File: src/rtl/stx_defs.vh
// constants for the serial transmit coding path
`ifndef STX_DEFS_VH
`define STX_DEFS_VH
// phase compensation fifo depth in words
`define STX_FIFO_DEPTH 4
// word sizes in bits
`define STX_BITS_WIDE 4'd10
`define STX_BITS_NARROW 4'd8
// protocol select codes
`define STX_PROTO_GIGE 1'b0
`define STX_PROTO_XAUI 1'b1
// special code groups as byte values with k set
`define STX_K28_0 8'h1c
`define STX_K28_3 8'h7c
`define STX_K28_4 8'h9c
`define STX_K28_5 8'hbc
`define STX_K27_7 8'hfb
`define STX_K29_7 8'hfd
`define STX_K30_7 8'hfe
// data code groups used by the ordered sets
`define STX_D5_6 8'hc5
`define STX_D16_2 8'h50
`define STX_D21_5 8'hb5
`define STX_D2_2 8'h42
// xgmii control characters
`define STX_XG_IDLE 8'h07
`define STX_XG_SEQ 8'h9c
`define STX_XG_START 8'hfb
`define STX_XG_TERM 8'hfd
`define STX_XG_ERR 8'hfe
// alignment spacing floor and prbs seed
`define STX_A_MIN 5'd16
`define STX_PRBS_SEED 7'h7f
// clock generator lock time
`define STX_CLK_NS 50
`define STX_LOCK_NS 1000
`define STX_LOCK_CYC ((`STX_LOCK_NS + `STX_CLK_NS - 1) / `STX_CLK_NS)
`endif

File: src/rtl/stx_tx_pcs.v
// transmit coding path: fifo, byte serializer, coder, serializer
`timescale 1ns/1ps
`include "stx_defs.vh"
module stx_tx_pcs #(
    parameter DEPTH = `STX_FIFO_DEPTH,
    parameter LOCK_CYC = `STX_LOCK_CYC
) (
    input wire core_clk,
    input wire rstn,
    input wire [19:0] tx_data,
    input wire [1:0] tx_ctrl,
    input wire tx_valid,
    output wire tx_ready,
    input wire cfg_double,
    input wire cfg_enc_en,
    input wire cfg_ten_bit,
    input wire cfg_proto,
    input wire cfg_gige_sm_dis,
    output reg tx_word_strobe_r,
    output reg tx_serial_r,
    output reg pll_locked_r
);
    // fifo side
    wire [21:0] fifo_out;
    wire fifo_valid;
    wire pop;

    // word timing
    reg [3:0] bit_cnt_r;
    wire [3:0] word_bits;
    wire tick;

    // byte serializer state
    reg half_r;
    reg [9:0] hold_r;
    reg hold_k_r;

    // current single width word
    reg [9:0] cur;
    reg cur_k;

    // protocol state
    reg [6:0] prbs_r;
    reg [4:0] a_cnt_r;
    reg gige_k_r;
    reg gige_pos_r;
    reg rd_r;

    // mapped byte for the encoder
    reg [7:0] enc_byte;
    reg enc_k;
    reg is_idle;
    wire [9:0] enc_code;
    wire enc_rd;
    reg [9:0] word;

    // serializer
    reg [9:0] sh_r;

    // lock timer
    reg [15:0] lock_cnt_r;

    // every user word crosses the fifo, no bypass path exists
    // the user paces writes on tx_ready, so writes can run ahead of the strobe until the fifo fills
    stx_phase_fifo #(
        .WIDTH(22),
        .DEPTH(DEPTH),
        .AW(2)
    ) u_fifo (
        .core_clk(core_clk),
        .rstn(rstn),
        .wr_en(tx_valid),
        .wr_data({tx_ctrl, tx_data}),
        .wr_ready_r(tx_ready),
        .rd_en(pop),
        .rd_data(fifo_out),
        .rd_valid_r(fifo_valid)
    );

    // encoder works on the running disparity held here
    stx_enc8b10b u_enc (
        .din(enc_byte),
        .is_k(enc_k),
        .rd_in(rd_r),
        .code(enc_code),
        .rd_out(enc_rd)
    );

    // encoded or ten bit raw words are ten bits, else eight
    assign word_bits = (cfg_enc_en | cfg_ten_bit) ?
                       `STX_BITS_WIDE : `STX_BITS_NARROW;
    assign tick = (bit_cnt_r == word_bits - 4'd1);

    // a new user word is needed on every tick except upper halves
    assign pop = tick & fifo_valid & ~(cfg_double & half_r);

    // xgmii control character to xaui code group
    function [7:0] xaui_map;
        input [7:0] v;
        begin
            case (v)
                `STX_XG_SEQ: xaui_map = `STX_K28_4;
                `STX_XG_START: xaui_map = `STX_K27_7;
                `STX_XG_TERM: xaui_map = `STX_K29_7;
                `STX_XG_ERR: xaui_map = `STX_K30_7;
                default: xaui_map = `STX_K30_7;
            endcase
        end
    endfunction

    // select the single width word for this tick
    always @* begin
        cur = 10'h000;
        cur_k = 1'b1;
        if (cfg_double && half_r) begin
            cur = hold_r; // upper half follows lower
            cur_k = hold_k_r;
        end else if (fifo_valid) begin
            // lower half, or the whole word in single width
            if (cfg_enc_en || !cfg_ten_bit)
                cur = {2'b00, fifo_out[7:0]};
            else
                cur = fifo_out[9:0];
            cur_k = fifo_out[20];
        end else if (cfg_proto == `STX_PROTO_XAUI) begin
            cur = {2'b00, `STX_XG_IDLE}; // underrun fills idle
        end else begin
            cur = {2'b00, `STX_K28_5};
        end
    end

    // transmit state machine ahead of the encoder
    always @* begin
        enc_byte = cur[7:0];
        enc_k = cur_k;
        is_idle = 1'b0;
        if (cfg_proto == `STX_PROTO_XAUI) begin
            if (cur_k && cur[7:0] == `STX_XG_IDLE) begin
                is_idle = 1'b1;
                if (a_cnt_r == 5'd0)
                    enc_byte = `STX_K28_3;
                else if (prbs_r[0])
                    enc_byte = `STX_K28_5;
                else
                    enc_byte = `STX_K28_0;
            end else if (cur_k) begin
                enc_byte = xaui_map(cur[7:0]);
            end
        end else if (!cfg_gige_sm_dis) begin
            // second group of an idle set, configuration sets kept
            if (gige_k_r && !cur_k &&
                cur[7:0] != `STX_D21_5 &&
                cur[7:0] != `STX_D2_2) begin
                if (gige_pos_r)
                    enc_byte = `STX_D5_6;
                else
                    enc_byte = `STX_D16_2;
            end
        end
    end

    // encoded group, or the raw word when the encoder is bypassed
    always @* begin
        if (cfg_enc_en)
            word = enc_code;
        else
            word = cur;
    end

    // bit counter paces single width words
    always @(posedge core_clk) begin
        if (!rstn) begin
            bit_cnt_r <= 4'd0;
        end else if (tick) begin
            bit_cnt_r <= 4'd0;
        end else begin
            bit_cnt_r <= bit_cnt_r + 4'd1;
        end
    end

    // byte serializer keeps the upper half for the next tick
    always @(posedge core_clk) begin
        if (!rstn) begin
            half_r <= 1'b0;
            hold_r <= 10'h000;
            hold_k_r <= 1'b0;
        end else if (tick) begin
            if (pop && cfg_double) begin
                half_r <= 1'b1;
                hold_k_r <= fifo_out[21];
                if (cfg_enc_en || !cfg_ten_bit)
                    hold_r <= {2'b00, fifo_out[15:8]};
                else
                    hold_r <= fifo_out[19:10];
            end else begin
                half_r <= 1'b0;
            end
        end
    end

    // running disparity advances only through the encoder
    always @(posedge core_clk) begin
        if (!rstn) begin
            rd_r <= 1'b0;
        end else if (tick && cfg_enc_en) begin
            rd_r <= enc_rd;
        end
    end

    // gige idle tracking: remember disparity ahead of K28.5
    always @(posedge core_clk) begin
        if (!rstn) begin
            gige_k_r <= 1'b0;
            gige_pos_r <= 1'b0;
        end else if (tick) begin
            gige_k_r <= cfg_enc_en && enc_k &&
                        enc_byte == `STX_K28_5 &&
                        cfg_proto == `STX_PROTO_GIGE;
            gige_pos_r <= rd_r;
        end
    end

    // xaui idle randomizer x^7+x^6+1, steps once per idle
    always @(posedge core_clk) begin
        if (!rstn) begin
            prbs_r <= `STX_PRBS_SEED;
        end else if (tick && cfg_enc_en && is_idle) begin
            prbs_r <= {prbs_r[5:0], prbs_r[6] ^ prbs_r[5]};
        end
    end

    // alignment spacing reloads to 16..31 after each K28.3
    always @(posedge core_clk) begin
        if (!rstn) begin
            a_cnt_r <= `STX_A_MIN;
        end else if (tick && cfg_enc_en && is_idle) begin
            if (a_cnt_r == 5'd0)
                a_cnt_r <= {1'b1, prbs_r[3:0]};
            else
                a_cnt_r <= a_cnt_r - 5'd1;
        end
    end

    // parallel to serial, least significant bit first
    always @(posedge core_clk) begin
        if (!rstn) begin
            sh_r <= 10'h000;
            tx_serial_r <= 1'b0;
        end else if (tick) begin
            sh_r <= word;
            tx_serial_r <= word[0];
        end else begin
            sh_r <= {1'b0, sh_r[9:1]};
            tx_serial_r <= sh_r[1];
        end
    end

    // user strobe marks each consumed user word
    always @(posedge core_clk) begin
        if (!rstn) begin
            tx_word_strobe_r <= 1'b0;
        end else begin
            tx_word_strobe_r <= pop;
        end
    end

    // lock status rises once the lock time has run after reset
    always @(posedge core_clk) begin
        if (!rstn) begin
            lock_cnt_r <= 16'h0000;
            pll_locked_r <= 1'b0;
        end else if (lock_cnt_r == LOCK_CYC[15:0]) begin
            pll_locked_r <= 1'b1;
        end else begin
            lock_cnt_r <= lock_cnt_r + 16'h0001;
        end
    end
endmodule

File: src/rtl/stx_phase_fifo.v
// four entry phase compensation fifo between user and coding path
`timescale 1ns/1ps
module stx_phase_fifo #(
    parameter WIDTH = 22,
    parameter DEPTH = 4,
    parameter AW = 2
) (
    input wire core_clk,
    input wire rstn,
    input wire wr_en,
    input wire [WIDTH-1:0] wr_data,
    output reg wr_ready_r,
    input wire rd_en,
    output wire [WIDTH-1:0] rd_data,
    output reg rd_valid_r
);
    reg [WIDTH-1:0] mem [0:DEPTH-1];
    reg [AW-1:0] wp_r;
    reg [AW-1:0] rp_r;
    reg [AW:0] cnt_r;
    reg [AW:0] cnt_nxt;
    wire do_wr;
    wire do_rd;

    // accept only while room, drain only while filled
    assign do_wr = wr_en & wr_ready_r;
    assign do_rd = rd_en & rd_valid_r;
    assign rd_data = mem[rp_r];

    // level after this cycle
    always @* begin
        cnt_nxt = cnt_r;
        if (do_wr & ~do_rd)
            cnt_nxt = cnt_r + 1'b1;
        else if (do_rd & ~do_wr)
            cnt_nxt = cnt_r - 1'b1;
    end

    // storage write
    always @(posedge core_clk) begin
        if (do_wr)
            mem[wp_r] <= wr_data;
    end

    // pointers and flags
    always @(posedge core_clk) begin
        if (!rstn) begin
            wp_r <= {AW{1'b0}};
            rp_r <= {AW{1'b0}};
            cnt_r <= {(AW+1){1'b0}};
            wr_ready_r <= 1'b1;
            rd_valid_r <= 1'b0;
        end else begin
            if (do_wr)
                wp_r <= wp_r + 1'b1;
            if (do_rd)
                rp_r <= rp_r + 1'b1;
            cnt_r <= cnt_nxt;
            wr_ready_r <= (cnt_nxt != DEPTH[AW:0]);
            rd_valid_r <= (cnt_nxt != {(AW+1){1'b0}});
        end
    end
endmodule

File: src/rtl/stx_enc8b10b.v
// 8b/10b encoder with running disparity, bit 0 is sent first
`timescale 1ns/1ps
module stx_enc8b10b (
    input wire [7:0] din,
    input wire is_k,
    input wire rd_in,
    output reg [9:0] code,
    output reg rd_out
);
    reg [5:0] c6;
    reg [3:0] c4;
    reg rd_mid;
    reg unb6;
    reg unb4;
    reg alt7;
    wire [4:0] x;
    wire [2:0] y;

    assign x = din[4:0];
    assign y = din[7:5];

    // 5b/6b codes for negative disparity, a as msb
    function [5:0] tab6;
        input [4:0] v;
        begin
            case (v)
                5'd0: tab6 = 6'b100111;  5'd1: tab6 = 6'b011101;
                5'd2: tab6 = 6'b101101;  5'd3: tab6 = 6'b110001;
                5'd4: tab6 = 6'b110101;  5'd5: tab6 = 6'b101001;
                5'd6: tab6 = 6'b011001;  5'd7: tab6 = 6'b111000;
                5'd8: tab6 = 6'b111001;  5'd9: tab6 = 6'b100101;
                5'd10: tab6 = 6'b010101; 5'd11: tab6 = 6'b110100;
                5'd12: tab6 = 6'b001101; 5'd13: tab6 = 6'b101100;
                5'd14: tab6 = 6'b011100; 5'd15: tab6 = 6'b010111;
                5'd16: tab6 = 6'b011011; 5'd17: tab6 = 6'b100011;
                5'd18: tab6 = 6'b010011; 5'd19: tab6 = 6'b110010;
                5'd20: tab6 = 6'b001011; 5'd21: tab6 = 6'b101010;
                5'd22: tab6 = 6'b011010; 5'd23: tab6 = 6'b111010;
                5'd24: tab6 = 6'b110011; 5'd25: tab6 = 6'b100110;
                5'd26: tab6 = 6'b010110; 5'd27: tab6 = 6'b110110;
                5'd28: tab6 = 6'b001110; 5'd29: tab6 = 6'b101110;
                5'd30: tab6 = 6'b011110; default: tab6 = 6'b101011;
            endcase
        end
    endfunction

    // 3b/4b codes for negative disparity, f as msb
    function [3:0] tab4;
        input [2:0] v;
        begin
            case (v)
                3'd0: tab4 = 4'b1011; 3'd1: tab4 = 4'b1001;
                3'd2: tab4 = 4'b0101; 3'd3: tab4 = 4'b1100;
                3'd4: tab4 = 4'b1101; 3'd5: tab4 = 4'b1010;
                3'd6: tab4 = 4'b0110; default: tab4 = 4'b1110;
            endcase
        end
    endfunction

    // number of ones in a six bit group
    function [2:0] ones;
        input [5:0] v;
        begin
            ones = {2'b00, v[0]} + {2'b00, v[1]} + {2'b00, v[2]}
                 + {2'b00, v[3]} + {2'b00, v[4]} + {2'b00, v[5]};
        end
    endfunction

    // disparity control keeps run length at five or less
    always @* begin
        c6 = (is_k && x == 5'd28) ? 6'b001111 : tab6(x);
        unb6 = (ones(c6) != 3'd3);
        if (rd_in && (unb6 || x == 5'd7))
            c6 = ~c6;
        rd_mid = unb6 ? ~rd_in : rd_in;
        alt7 = (y == 3'd7) && (is_k ||
               (!rd_mid && (x == 5'd17 || x == 5'd18 || x == 5'd20)) ||
               (rd_mid && (x == 5'd11 || x == 5'd13 || x == 5'd14)));
        c4 = alt7 ? 4'b0111 : tab4(y);
        unb4 = (ones({2'b00, c4}) != 3'd2);
        if (is_k && !unb4 && y != 3'd3 && !rd_mid)
            c4 = ~c4;
        if (rd_mid && (unb4 || y == 3'd3))
            c4 = ~c4;
        rd_out = unb4 ? ~rd_mid : rd_mid;
        code = {c4[0], c4[1], c4[2], c4[3],
                c6[0], c6[1], c6[2], c6[3], c6[4], c6[5]};
    end
endmodule

File: config.mk
export PLATFORM = sky130hd
export DESIGN_NAME = stx_tx_pcs
export DESIGN_NICKNAME = d
export VERILOG_FILES = /design/src/rtl/stx_tx_pcs.v /design/src/rtl/stx_phase_fifo.v /design/src/rtl/stx_enc8b10b.v
export VERILOG_INCLUDE_DIRS = /design/src /design/src/rtl
export SDC_FILE = /design/constraint.sdc
export NUM_CORES = 1
export LEC_CHECK = 0
export BUFFER_PORTS_ARGS = -buffer_cell sky130_fd_sc_hd__buf_4
export CAP_MARGIN = 20
export CORE_MARGIN = 4
export CORE_UTILIZATION = 30
export CTS_BUF_LIST = sky130_fd_sc_hd__clkbuf_8 sky130_fd_sc_hd__clkbuf_16
export CTS_CLUSTER_DIAMETER = 30
export DETAILED_ROUTE_END_ITERATION = 10
export HOLD_SLACK_MARGIN = 0.08
export PLACE_DENSITY = 0.54
export RECOVER_POWER = 100
export SLEW_MARGIN = 30
export SYNTH_ARGS = -nofsm -noshare
export SYNTH_HDL_FRONTEND = slang
export SYNTH_SLANG_ARGS = --single-unit
export TNS_END_PERCENT = 10
File: constraint.sdc
create_clock -name core_clk -period 9 [get_ports core_clk]
set_input_delay 0.45 -clock core_clk [delete_from_list [all_inputs] [get_ports core_clk]]
set_output_delay 0.45 -clock core_clk [all_outputs]
set_load 0.01 [all_outputs]
# Yosys cells after proc, flatten, opt, wreduce, memory -nomap -nowiden
# Memories as Yosys holds them, arrays and structs flattened. A register that Yosys moved wholly into a read port is not among the register bits.
# Index checks and enable logic that the tools add are counted.
[totals]
reg_bits = 69
mem_bits_rw = 88
rom_bits = 192
in_bits = 30
out_inout_bits = 4
wordCells = 162
n_memories = 2
[op_classes]
addsub = 16
n_eq_ne = 28
n_mux = 38
bitwise = 19
reduce_logical = 39
[memory_table]
columns = ["memory", "depth", "word_bits", "rd", "rd_ports_with_merged_regs", "wr", "line_no", "rtl"]
rows = [
  ["(no name shown)", 32, 6, 1, 0, 0, "stx_enc8b10b.v:26", "case (v)"],
  ["u_fifo.mem", 4, 22, 1, 1, 1, "stx_phase_fifo.v:17", "reg [WIDTH-1:0] mem [0:DEPTH-1];"],
]
[ops]
columns = ["cell", "n"]
rows = [
  ["two-way mux 8 bit", 9],
  ["two-way mux 10 bit", 5],
  ["== test 8 bit, second input constant", 4],
  ["one-hot mux 4 bit (7 select lines)", 1],
  ["one-hot mux 7 bit (3 select lines)", 1],
  ["== test 5 bit, second input constant", 4],
  ["logical AND 1 bit", 20],
  ["adder 3 x 1 -> 3 bit", 6],
  ["adder 16 x 1 -> 16 bit, second input constant", 1],
  ["== test 16 x 5 -> 1 bit, second input constant", 1],
  ["== test 5 x 4 -> 1 bit, second input constant", 3],
  ["== test 3 bit, second input constant", 4],
  ["two-way mux 4 bit", 3],
  ["two-way mux 6 bit", 2],
  ["two-way mux 1 bit", 10],
  ["logical OR 1 bit", 9],
  ["two-way mux 9 bit", 1],
  ["inequality test 3 x 2 -> 1 bit, second input constant", 3],
  ["== test 8 x 3 -> 1 bit, second input constant", 1],
  ["inequality test 8 x 7 -> 1 bit, second input constant", 1],
  ["inequality test 8 bit, second input constant", 1],
  ["NOT 4 bit", 2],
  ["bitwise AND 1 bit", 7],
  ["NOT 1 bit", 7],
  ["24 further kinds", 34],
]

# Logic depth before layout (Yosys ltp)
[depth]
ltp_word = 40
ltp_mapped = 42
depth_no_buf = 38

# Hierarchy
# A second synthesis with hierarchy kept.
[hier_totals]
hier_cells = 700
area_unflattened_um2 = 8017.7
[by_module_without_submodules]
columns = ["mod", "instances", "cells_each", "area_per_inst_um2", "seq_area_each_um2"]
rows = [
  ["stx_phase_fifo", 1, 173, 3761.1, 2862.7],
  ["stx_tx_pcs", 1, 417, 3383.2, 1181.1],
  ["stx_enc8b10b", 1, 110, 873.3, 0.0],
]

# Worst setup path after synthesis
# OpenSTA, ideal clock, no wires.
[synth_path]
path_type = "flip-flop to flip-flop"
from = "register with a tool-made name"
to = "register sh_r[8]"
setup_time_ps = 96
t_arrival_ps = 8339
required_time_ps = 8904
slack_ps = 565
path_stages_with_launch = 39
path_buffers = 3
period_less_slack_ps = 8435
path_cell_list = "dfxtp_1 -> buf_6 -> buf_8 -> mux4_2 -> o22ai_2 -> and2_1 -> and3_2 -> a21oi_1 -> and2_4 -> a211oi_2 -> ha_1 -> inv_1 -> o311ai_0 -> a21boi_0 -> a221oi_1 -> a31o_2 -> ha_1 -> fa_1 -> [... 3 more ...] -> fa_1 -> nor3b_1 -> xnor2_1 -> a2111o_1 -> o211ai_2 -> a22o_2 -> ha_1 -> inv_1 -> fa_1 -> inv_1 -> ha_1 -> and3b_1 -> clkbuf_1 -> nand2_1 -> xor2_1 -> a211oi_1 -> nor4_1 -> o41ai_2"
[synth_rtl]
columns = ["element", "line_no", "rtl"]
rows = [
  ["to (signal assigned)", "stx_tx_pcs.v:250", "sh_r <= word;"],
  ["to (signal assigned)", "stx_tx_pcs.v:253", "sh_r <= {1'b0, sh_r[9:1]};"],
  ["to (decl)", "stx_tx_pcs.v:58", "reg [9:0] sh_r;"],
]

==> out/qor.txt <==
CTS tree: yes
failing checks: capacitance limit, slew limit
Slew Viols, Final: 92
kind of critical path: reg -> reg
WP data arrival: 8.90 ns
Reg2Reg Capture Point: sh_r[8]
Filler cells: 2,678
post-synth top area share: 32.0%
gr usage total: 12.5%
antenna violations before repair: 0
Num CTS Buffers: 17
Seq cells post-synth: 158
Vias: 5,716
outcome: finished, violations left
main flop type after synthesis: edfxtp_1
GRT overflow: 0
worst min path class: in -> reg
Initial Util: 30.5%
Synth cell types: 98
post-route ant nets: 0
Clock Skews: 0.0164 ns
fin util: 35.2%
# IOs: 34
slowest CP cell: mux4_2
die area: 30,200 µm²
Avg Cell Area, Syn: 11.5 µm²
Synth Instances: 719
Async SR Flop Fraction: 0%
first-pass GRT wire length: 30,700 µm
Post-synth EDFFs: 88
# rows: 60
worst skew pair latency: 0.43 ns
reg2reg setup slack: 0.43 ns
WHS: 0.275 ns
WL/cell: 16.8 µm
worst vdd rail ir drop: 0.137 mV
die height: 174 µm
die width: 174 µm
power per cell area: 201 nW/µm²
DRT Pass-1 Iters: 5
Fmax: 117 MHz
post-synthesis simple-gate area fraction: 15.3%
CTS H-Tree Depth: 4
xor and xnor fraction of the mapped netlist area: 3.29%
Residual DRC: 0
largest net degree at the start of global routing: 69
CP most frequent cell: inv_1
Max Cap Viol: 2
routed wire length: 18,800 µm
post-synthesis mux area share: 8.47%
Power, Total: 1.91 mW
nets@finish: 817
footprint of the multi-input gates: 3960 µm²
register area share after synthesis: 49.0%
Synth Warn #: 0
startpoint types: register
hold worst-path end: u_fifo.mem[2][16]
crit path time final: 8.57 ns
Final Hold Vio Count: 0
Seq pwr share: 41.8%
post-DP HPWL: 13,000 µm
Synth Cell Area: 8250 µm²
initial DRC count: 423
area of the core: 27,000 µm²
Synth Net Count: 774
diode count: 0
critical path required time: 9.33 ns
crit-path max cell delay: 0.56 ns
final setup vio count: 0
clk sinks: 158
FF-to-FF path depth: 34
top cells by area, synth: edfxtp_1 (32%), dfxtp_1 (17%), mux4_2 (5.2%)
Clock transition at path regs: 0.08 ns
Area growth syn-to-layout: 15.3%
Sw Pwr: 0.588 mW
Net Sw Frac: 30.8%
largest area contributor in the netlist: edfxtp_1
number of global-route vias before repair: 5,655
worst-margin pin slew: 2.72 ns
slew margin rel.: -81.3%
power share of the clock group: 38.0%
total negative slack: 0 ns
I/O Buffers: 33
GP Congestion: 0.867
main combinational cell family by area after synthesis: compound AO/OA/AOI/OAI gates
critical hold path startpoint: tx_data[16]
Synth Area in Compound Gates: 16.4%
post-synthesis adder-cell area fraction: 4.16%
share of layout cells above drive strength 1: 16.6%
Worst setup EP type: register
hold path cells: 1
Max Buffers Root-to-Sink: 2
Pleak: 3.36 nW
crit share post-route: 95.2%
register area: 4050 µm²
Internal Power: 1.32 mW
Vias/cell: 5.12
Clock Tree Root: clkbuf_16
worst-path fanout max: 12
Logic pwr share: 20.2%
flip-flops by register name (all words and copies together) (netlist names), 2 cells and up, named ones only:
signal / flops
u_fifo.mem: 88
lock_cnt_r: 16
hold_r: 10
sh_r: 10
prbs_r: 7
a_cnt_r: 5
bit_cnt_r: 4
u_fifo.cnt_r: 3
u_fifo.rp_r: 2
u_fifo.wp_r: 2
repair_timing:
item | in CTS | in global routing
setup buffers | 0 | 0
setup endpoints to repair | 0 | 5
hold buffers | 0 | 0
resized for setup | 0 | 10
Yosys cell counts (all sizes together), types with 7 or more instances:
cell	instances
edfxtp	88
nor3	13
xor2	7
nand3	32
a21oi	27
dfxtp	70
nand2	72
ha	21
inv	24
nor2	29
xnor2	24
o21ai	21
a211oi	14
mux2i	21
a22o	10
clkbuf	23
mux4	20
o211a	9
and3	15
buf	13
and2	28
a21boi	12
critical path: cells and delay by family (launching register included):
family	cells	cell delay, ns
adders and majority gates	8	2.52
DFF	1	0.41
AOI/OAI and AO/OA	12	2.95
xor gates and xnor gates	2	0.25
muxes	1	0.56
buffers and inverters	6	0.48
and+or+nand+nor	5	1.29
layer usage:
| layer | up-vias | global-route usage [%] | routed length, µm |
|---|---|---|---|
| li1 | 2807 | - | - |
| met1 | 2787 | 16.1 | 8500 |
| met2 | 102 | 21.4 | 9300 |
| met3 | 20 | 2.57 | 659 |
| met4 | 0 | 3.89 | 301 |
| met5 | - | 0 | 0 |
power by group through the flow:
stage | registers, mW | clock network (mW) | logic [mW]
final | 0.799 | 0.726 | 0.386
after global routing | 0.802 | 0.775 | 0.429
after CTS | 0.798 | 0.746 | 0.380
after detailed placement | 0.814 | 0 | 0.378
after global placement | 0.814 | 0 | 0.377
after floorplan | 0.810 | 0 | 0.274
cell families (layout without fill, tap and decap cells):
logic type,Yosys count,in the layout
flops,158,158
compound gates,166,166
xor+xnor,31,31
buf+inv,60,116
fa+ha+maj,25,25
simple gates,235,235
mux,44,44
worst max path at each step:
| stage | end | slack [ns] | cells past startpoint |
|---|---|---|---|
| after floorplan | sh_r[8] | 0.57 | 38 |
| after global placement | sh_r[8] | 0.17 | 35 |
| after detailed placement | sh_r[8] | 0.05 | 35 |
| after CTS | sh_r[8] | 0.06 | 34 |
| after global routing | sh_r[9] | -0.01 | 35 |
| final | sh_r[8] | 0.43 | 34 |
placed cells by master (no fill, tap or decap), types with 5 or more instances in the layout:
| cell | instances |
|---|---|
| clkinv_8 | 5 |
| nor3_1 | 12 |
| o21a_1 | 5 |
| inv_1 | 24 |
| mux2i_1 | 21 |
| nor2b_1 | 6 |
| nor2_1 | 28 |
| and2_0 | 13 |
| o21ai_1 | 5 |
| a211oi_1 | 8 |
| a211oi_2 | 5 |
| o21ai_0 | 16 |
| nand2_1 | 71 |
| dfxtp_1 | 68 |
| edfxtp_1 | 88 |
| a21boi_0 | 11 |
| a22oi_1 | 6 |
| nand4_1 | 6 |
| clkbuf_16 | 18 |
| inv_8 | 5 |
| o211a_1 | 9 |
| and3_1 | 14 |
| buf_4 | 26 |
| ha_1 | 21 |
| mux4_2 | 19 |
| xor2_1 | 7 |
| and2_1 | 13 |
| a21oi_1 | 23 |
| a31oi_1 | 6 |
| xnor2_1 | 23 |
| a22o_1 | 8 |
| a221oi_1 | 5 |
| clkbuf_1 | 31 |
| nand3_1 | 32 |
metrics by stage:
stage | worst slack [ns] | std cells | instance area [µm²]
after detailed placement | 0.0452 | 1083 | 8950
after floorplan | 0.565 | 719 | 8250
after CTS | 0.0642 | 1115 | 9560
after global routing | -0.0136 | 1116 | 9510
final | 0.428 | 1116 | 9510
after global placement | 0.175 | 1083 | 8950
layout make-up:
class	count	area share (%)
Clock buffer	17	4.47
Inverter	24	0.948
Clock inverter	15	1.88
Sequential cell	158	42.6
Timing Repair Buffer	60	3.96
Tap cell	341	4.49
Multi-Input combinational cell	501	41.7
Note: power is estimated with default switching activity, not from simulation.
